### config.mk
export PLATFORM = sky130hd
export DESIGN_NAME = safety_alert_flags
export DESIGN_NICKNAME = d
export VERILOG_FILES = /design/src/hw/safety_alert_pkg.sv /design/src/hw/alive_check_if.sv /design/src/hw/alive_check.sv /design/src/hw/safety_alert_flags.sv
export SDC_FILE = /design/constraint.sdc
export NUM_CORES = 1
export LEC_CHECK = 0
export BUFFER_PORTS_ARGS = -buffer_cell sky130_fd_sc_hd__buf_2
export CORE_MARGIN = 1.5
export CORE_UTILIZATION = 44
export CTS_CLUSTER_DIAMETER = 150
export DETAILED_ROUTE_END_ITERATION = 7
export PLACE_DENSITY = 0.95
export SYNTH_ARGS = -nofsm -noshare
export SYNTH_HDL_FRONTEND = slang
export SYNTH_SLANG_ARGS = --single-unit
### constraint.sdc
create_clock -name mclk -period 7.9 [get_ports mclk]
set_input_delay 1.185 -clock mclk [delete_from_list [all_inputs] [get_ports mclk]]
set_output_delay 1.185 -clock mclk [all_outputs]
set_load 0.01 [all_outputs]
### src/hw/safety_alert_pkg.sv
// package: offsets, field positions and reset values of the safety alert flags
package safety_alert_pkg;
    localparam logic [7:0] general_alert_offset     = 8'h0b;
    localparam logic [7:0] general_alert_rd_cmd     = 8'h17;
    localparam logic [7:0] general_alert_wr_cmd     = 8'h16;
    localparam logic [7:0] lockstep_alert_rd_cmd    = 8'h15;
    localparam logic [7:0] lockstep_alert_wr_cmd    = 8'h14;
    localparam int         bit_hardware_fault       = 0;
    localparam int         bit_alive_error          = 1;
    localparam int         bit_buffer_mismatch      = 0;
    localparam int         bit_alert_packet_comm    = 1;
    localparam int         bit_restricted_access    = 2;
    localparam int         bit_datapath             = 3;
    localparam int         bit_pin_fault            = 4;
    localparam int         bit_watchdog_fault       = 5;
    localparam int         bit_device_total         = 6;
    localparam logic [7:0] general_alert_reset      = 8'h00;
    localparam logic [1:0] lockstep_alert_reset     = 2'h0;
    localparam logic [7:0] general_alert_used_mask  = 8'h7f;
    typedef enum logic [1:0] {
        alive_off_type_val,
        alive_manual_type_val,
        alive_auto_type_val
    } alive_mode_type;
    typedef enum logic [1:0] {
        cmd_broadcast_type_val,
        cmd_single_type_val,
        cmd_block_type_val
    } alive_cmd_type;
endpackage : safety_alert_pkg

### src/hw/alive_check_if.sv
// interface: alive counter check request and verdict
`timescale 1ns/1ns
`default_nettype none
interface alive_check_if;
    logic                           check;
    safety_alert_pkg::alive_cmd_type kind;
    logic [7:0]                     seed;
    logic [7:0]                     queued;
    logic [7:0]                     returned;
    logic [7:0]                     total;
    logic                           mismatch;
    modport requester (output check, kind, seed, queued, returned, total, input mismatch);
    modport checker_side (input check, kind, seed, queued, returned, total, output mismatch);
endinterface : alive_check_if
`default_nettype wire

### src/hw/alive_check.sv
// alive byte checker: compares the returned alive byte with its expected value
`timescale 1ns/1ns
`default_nettype none
module alive_check (
    alive_check_if.checker_side chk
);
    function automatic logic [7:0] expected_alive(
        input logic [7:0]                      seed,
        input logic [7:0]                      queued,
        input logic [7:0]                      total,
        input safety_alert_pkg::alive_cmd_type kind
    );
        logic [7:0] step;
        step = (kind == safety_alert_pkg::cmd_broadcast_type_val) ? total : 8'h01;
        return 8'(seed - queued + step); // RULE1
    endfunction : expected_alive

    always_comb begin
        chk.mismatch = chk.check &&
            (chk.returned != expected_alive(chk.seed, chk.queued, chk.total, chk.kind)); // RULE1
    end
endmodule : alive_check
`default_nettype wire

### src/hw/safety_alert_flags.sv
// safety alert flags: lock-step alive/hardware bits and the general alert register
// Overview of operation
// [RULE1] auto alive mode: mismatch of returned byte against seed minus queue plus step flags
// [RULE2] seed clear requested with non-zero alive queue count also sets alive error
// [RULE3] alive error never sets while alive counting is off or manual
// [RULE4] alive error is event driven: write 0 clears, write 1 leaves it
// [RULE5] hardware fault flag bit 0 sets on supply, oscillator or transient logic fault
// [RULE6] hardware fault flag persists while its underlying status stays set
// [RULE7] device total mismatch flag bit 6 sets when returned total differs from expected
// [RULE8] restricted access flag bit 2 sets on forbidden access; event driven
// [RULE9] watchdog summary bit 5 and pin summary bit 4 are ORs, persistent
`timescale 1ns/1ns
`default_nettype none
module safety_alert_flags (
    // clock and reset
    input  wire logic                            mclk,
    input  wire logic                            rst_n,
    // register access decoded from the serial host port
    input  wire logic                            reg_wr,
    input  wire logic                            reg_rd,
    input  wire logic [7:0]                      reg_cmd,
    input  wire logic [7:0]                      reg_wdata,
    output var  logic [7:0]                      reg_rdata,
    // alive counter
    input  wire safety_alert_pkg::alive_mode_type alive_mode,
    input  wire logic                            alive_return_valid,
    input  wire safety_alert_pkg::alive_cmd_type alive_cmd_kind,
    input  wire logic [7:0]                      returned_alive_byte,
    input  wire logic [7:0]                      alive_seed,
    input  wire logic [7:0]                      alive_queue_count,
    input  wire logic                            seed_clear_request,
    // device total check
    input  wire logic [7:0]                      expected_device_total,
    input  wire logic                            returned_total_valid,
    input  wire logic [7:0]                      returned_device_total,
    // fault status sources
    input  wire logic                            supply_fault,
    input  wire logic                            oscillator_fault,
    input  wire logic                            transient_logic_fault,
    input  wire logic [3:0]                      watchdog_errors,
    input  wire logic [3:0]                      pin_errors,
    input  wire logic                            datapath_status,
    input  wire logic                            alert_packet_comm_status,
    input  wire logic                            buffer_mismatch_status,
    input  wire logic                            restricted_mode,
    input  wire logic                            restricted_reg_access,
    // flag outputs
    output var  logic [7:0]                      general_alert_flags,
    output var  logic [1:0]                      lockstep_alert_flags
);
    // widths of the two flag registers that the package field positions index, and of the fault source vectors
    localparam int flag_width     = 8;
    localparam int lockstep_width = 2;
    localparam int source_width   = 4;

    // a field placed outside its register would silently read back as zero
    if (safety_alert_pkg::bit_device_total      >= flag_width ||
        safety_alert_pkg::bit_watchdog_fault    >= flag_width ||
        safety_alert_pkg::bit_pin_fault         >= flag_width ||
        safety_alert_pkg::bit_datapath          >= flag_width ||
        safety_alert_pkg::bit_restricted_access >= flag_width ||
        safety_alert_pkg::bit_alert_packet_comm >= flag_width ||
        safety_alert_pkg::bit_buffer_mismatch   >= flag_width ||
        safety_alert_pkg::bit_alive_error       >= lockstep_width ||
        safety_alert_pkg::bit_hardware_fault    >= lockstep_width ||
        $bits(watchdog_errors) != source_width ||
        $bits(pin_errors) != source_width) begin : g_field_check
        $error("alert field or source width does not fit its register");
    end

    // command decode shared by both write strobes
    function automatic logic cmd_hit(
        input logic       strobe,
        input logic [7:0] cmd,
        input logic [7:0] code
    );
        return strobe && (cmd == code);
    endfunction : cmd_hit

    function automatic logic any_source(
        input logic [3:0] sources
    );
        return |sources;
    endfunction : any_source

    function automatic logic [7:0] lockstep_byte(
        input logic [1:0] flags
    );
        return {6'h00, flags};
    endfunction : lockstep_byte

    // write 0 clears, write 1 keeps; a set term in the same cycle wins so no event is lost
    function automatic logic [7:0] clear_then_set(
        input logic [7:0] held,
        input logic       write_hit,
        input logic [7:0] wdata,
        input logic [7:0] set_terms
    );
        logic [7:0] kept;
        kept = write_hit ? (held & wdata) : held;
        return kept | set_terms;
    endfunction : clear_then_set

    alive_check_if alive_bus ();

    alive_check u_alive_check (
        .chk (alive_bus)
    );

    // state of each group and its next value
    logic       seed_clear_seen;
    logic       next_seed_clear_seen;
    logic       seed_clear_edge;
    logic       alive_auto;
    logic       general_wr;
    logic       lockstep_wr;
    logic [1:0] lockstep_set;
    logic [7:0] lockstep_update;
    logic [1:0] next_lockstep_alert_flags;
    logic [7:0] general_set;
    logic [7:0] next_general_alert_flags;
    logic [7:0] next_reg_rdata;

    assign alive_bus.check    = alive_return_valid;
    assign alive_bus.kind     = alive_cmd_kind;
    assign alive_bus.seed     = alive_seed;
    assign alive_bus.queued   = alive_queue_count;
    assign alive_bus.returned = returned_alive_byte;
    assign alive_bus.total    = expected_device_total;

    always_comb begin
        alive_auto  = (alive_mode == safety_alert_pkg::alive_auto_type_val); // RULE3
        general_wr  = cmd_hit(reg_wr, reg_cmd, safety_alert_pkg::general_alert_wr_cmd);
        lockstep_wr = cmd_hit(reg_wr, reg_cmd, safety_alert_pkg::lockstep_alert_wr_cmd);
    end

    // the seed clear request counts once, as it rises; a request held high must not
    // re-arm an event-driven flag that the host has just cleared
    always_comb begin
        next_seed_clear_seen = seed_clear_request;
        seed_clear_edge      = seed_clear_request && !seed_clear_seen; // RULE2 RULE4
    end

    always_ff @(posedge mclk) begin
        if (!rst_n) begin
            seed_clear_seen <= 1'b0;
        end else begin
            seed_clear_seen <= next_seed_clear_seen;
        end
    end

    // alive error is event driven; hardware fault is held up by its live status
    always_comb begin
        lockstep_set = '0;
        lockstep_set[safety_alert_pkg::bit_alive_error] = alive_auto && // RULE3
            (alive_bus.mismatch || // RULE1
             (seed_clear_edge && (alive_queue_count != 8'h00))); // RULE2
        lockstep_set[safety_alert_pkg::bit_hardware_fault] =
            supply_fault || oscillator_fault || transient_logic_fault; // RULE5 RULE6
        lockstep_update = clear_then_set(lockstep_byte(lockstep_alert_flags), lockstep_wr,
            reg_wdata, lockstep_byte(lockstep_set)); // RULE4 RULE6
        next_lockstep_alert_flags = lockstep_update[1:0];
    end

    always_ff @(posedge mclk) begin
        if (!rst_n) begin
            lockstep_alert_flags <= safety_alert_pkg::lockstep_alert_reset;
        end else begin
            lockstep_alert_flags <= next_lockstep_alert_flags;
        end
    end

    // persistent bits are re-set every cycle while their live status stays high
    always_comb begin
        general_set = '0;
        general_set[safety_alert_pkg::bit_buffer_mismatch]   = buffer_mismatch_status;
        general_set[safety_alert_pkg::bit_alert_packet_comm] = alert_packet_comm_status;
        general_set[safety_alert_pkg::bit_restricted_access] =
            restricted_mode && restricted_reg_access; // RULE8
        general_set[safety_alert_pkg::bit_datapath]          = datapath_status;
        general_set[safety_alert_pkg::bit_pin_fault]         = any_source(pin_errors); // RULE9
        general_set[safety_alert_pkg::bit_watchdog_fault]    =
            any_source(watchdog_errors); // RULE9
        general_set[safety_alert_pkg::bit_device_total]      = returned_total_valid &&
            (returned_device_total != expected_device_total); // RULE7
        next_general_alert_flags = clear_then_set(general_alert_flags, general_wr, reg_wdata,
            general_set) & safety_alert_pkg::general_alert_used_mask; // RULE8 RULE9
    end

    always_ff @(posedge mclk) begin
        if (!rst_n) begin
            general_alert_flags <= safety_alert_pkg::general_alert_reset;
        end else begin
            general_alert_flags <= next_general_alert_flags;
        end
    end

    // read data holds until the next read; an unknown command reads back as zero
    always_comb begin
        next_reg_rdata = reg_rdata;
        if (reg_rd) begin
            case (reg_cmd)
                safety_alert_pkg::general_alert_rd_cmd: begin
                    next_reg_rdata = general_alert_flags;
                end
                safety_alert_pkg::lockstep_alert_rd_cmd: begin
                    next_reg_rdata = lockstep_byte(lockstep_alert_flags);
                end
                default: begin
                    next_reg_rdata = 8'h00;
                end
            endcase
        end
    end

    always_ff @(posedge mclk) begin
        if (!rst_n) begin
            reg_rdata <= 8'h00;
        end else begin
            reg_rdata <= next_reg_rdata;
        end
    end
endmodule : safety_alert_flags
`default_nettype wire

==> results.md <==
* Total iterations of the first detailed-routing run at 4
* Final hold viol count at 0
* Synth async-reset ratio at 0%
* WP data required at 8.08 ns
* Pins Over Slew Limit at 0
* Hold Crit Depth at 2
* Flop-to-flop setup slack at roughly 7 ns
* CP Launch Type: input pin
* Post-CTS resize count at 0
* CTS Hold Bufs at 0
* GRT Total Usage at 20.9%
* Die W at 59.9 um
* Post-CTS Setup Inserts at 0
* WL/cell at between 10 and 15 um
* Area grow syn2layout at 38.4%
* Crit Path Category: in2reg
* RSZ-0062 raised after global routing: false
* Post-synth top area cell: dfxtp_1
* Hold path endpoint: lockstep_alert_flags[0]$_SDFF_PN0_
* CTS tree: done
* # IOs at about 100
* Post-synth cell types at 40
* Synthesized instance count at between 150 and 200
* Number of flops mapped to enable cells by yosys at 0
* Nets at between 300 and 400
* Setup TNS at 0 ns
* Setup violators final at 0
* Peak supply drop at about 0.094 mV
* Share of layout cells above drive strength 1 at between 30% and 40%
* ANT nets after route at 0
* Core Area at between 0.003 and 0.004 mm2
* Flops & latches, synth at 17
* Drt drc at 0
* Clock latency on the worst-skew pair at around 0.29 ns
* Number of max-cap violations at 0
* Leak at roughly 0.00096 uW
* Port buffer count at 97
* Iter 0 DRT Violations at 32
* Status: complete, no violations
* Congestion Overflow GR at 0
* Capturing point of the worst reg2reg path: reg_rdata[0]$_SDFFE_PN0P_
* Final core occ at 64.1%
* Max FO, Critical Path at 7
* Vias at ~1,500
* Yosys warns at 0
* Clock root buffer: clkbuf_4
* Area of the multi-input gates at roughly 0.0010 mm2
* Arr. time, crit path at 3.94 ns
* Syn avg cell area at 8.91 um2
* Register area share after synthesis at between 20% and 30%
* CTS clock-pin slew for the worst setup and hold paths at about 0.10 ns
* Hpwl dp at around 3.2 mm
* Top post-synthesis cells by count: xnor2_1, dfxtp_1, inv_1, nor2b_1
* Synth top area share at a little under a quarter
* Register area at ~340 um2
* Final worst slack at approximately 4.1 ns
* WL final at around 3.7 mm
* Vias in the first global route at around 1,500
* Row cnt at 20
* Gpl congestion at a little over 0.8
* Total Die Area at ~0.0036 mm2
* Fin crit period at roughly 3.8 ns
* Worst Skew at approximately 0.0015 ns
* Max Freq at 266 MHz
* Main synth FF type: dfxtp_1
* CTS max path bufs at 2
* Die height at ~60 um
* Cts bufs inserted at 3
* Initial antenna violation count at 0
* Initial Utilization at 46.3%
* CP Capture Type: flop
* R2R cell count at 3
* Fillcell total at 284
* Number of diodes at 0
* Largest net degree at the start of global routing at 19
* CTS sink count at 17
* Cell with the most instances after synthesis: xnor2_1
* Via-to-Cell Ratio at 4.91
* Synth area leaders: dfxtp_1, xnor2_1, fa_1, ha_1, nor2b_1
* Setup WS pre-CTS at roughly 3.8 ns
* Worst Hold Class: reg2reg
* Final period utilization at 47.6%
* H-Tree Depth at 1
* Pwr dens at ~130 mW/mm2
* Global-route wire length before repair at between 5 and 6 mm
* Worst hold start: lockstep_alert_flags[0]$_SDFF_PN0_
* Worst reg2reg startpoint: general_alert_flags[0]$_SDFF_PN0_
* Syn Std Cell Area at roughly 0.0014 mm2
area by class of cell:
cell class,instances,area share [%]
Clock buffer,4,1.33
Inverter,12,2.28
Multi-Input combinational cell,128,51.8
Sequential cell,17,17.2
Tap cell,44,2.79
Timing Repair Buffer,97,24.6
worst max path at each step:
stage | from | endpoint | slack [ns]
floorplan | alive_cmd_kind[1] | lockstep_alert_flags[1]$_SDFF_PN0_ | 4.30
global placement | alive_cmd_kind[1] | lockstep_alert_flags[1]$_SDFF_PN0_ | 3.89
detailed placement | alive_cmd_kind[1] | lockstep_alert_flags[1]$_SDFF_PN0_ | 3.83
CTS | alive_cmd_kind[1] | lockstep_alert_flags[1]$_SDFF_PN0_ | 4.13
global route | alive_cmd_kind[1] | lockstep_alert_flags[1]$_SDFF_PN0_ | 3.96
finish | alive_cmd_kind[1] | lockstep_alert_flags[1]$_SDFF_PN0_ | 4.14
state kept, by name, summed over array words and instances, names as in the netlist:
signal,cells
reg_rdata,7
seed_clear_seen,1
lockstep_alert_flags,2
general_alert_flags,7
cells by family after synthesis:
logic type | after synthesis | share of synthesized area (%)
buffers and inverters | 16 | 4.74
other | 1 | 0.263
XOR/XNOR | 25 | 15.4
AO/OA/AOI/OAI | 36 | 17.8
multiplexers | 2 | 1.40
flip-flops | 17 | 23.9
AND/OR/NAND/NOR | 48 | 19.7
adder cells (fa/ha/maj) | 15 | 16.8
metrics by stage:
stage               power, uW  hold WS, ns  cells  cell area (um2)
floorplan                 164        0.509    161             1430
global placement          197        0.480    298             1950
detailed placement        202        0.497    298             1950
CTS                       247        0.511    302             1970
global route              264        0.550    302             1970
finish                    247        0.501    302             1970
where the power goes:
| group | internal [uW] | leakage, uW | switching, uW | total [uW] |
|---|---|---|---|---|
| Combinational | 57.4 | 0.000805 | 51.2 | 109 |
| Clock | 19.7 | 0.0000150 | 27.2 | 46.8 |
| Sequential | 89.2 | 0.000140 | 2.43 | 91.7 |
| Total | 166 | 0.000960 | 80.8 | 247 |
worst max-delay path, cell delays in order:
cell and delay [ns]:
buf_2 0.11, nor2_1 0.33, and2_1 0.22, fa_1 0.43
ha_1 0.37, and3_1 0.20, a221o_1 0.38, o41ai_4 0.24
xnor2_1 0.11, nor4_1 0.26, o21ai_1 0.11
cell usage in the layout (no fill, tap or decap), types with 3 or more instances in the layout:
cell,count
inv_1,12
xnor2_1,19
and2_1,8
xor2_1,6
o21ai_0,7
clkbuf_4,3
nor2_1,5
fa_1,7
nor3_1,4
buf_2,97
nand2_1,4
dfxtp_1,17
nor2b_1,10
o21a_1,6
ha_1,8
a21oi_1,7
nor4_1,5
a21boi_0,5
metal layers:
metal | vias up | global-route usage, % | wire (um)
met3 | 2 | 2.81 | 186
met4 | 0 | 3.49 | 21
met1 | 686 | 24.2 | 1510
met2 | 50 | 40.5 | 1960
met5 | - | 0 | 0
li1 | 744 | - | -
Note: power is estimated with default switching activity, not from simulation.
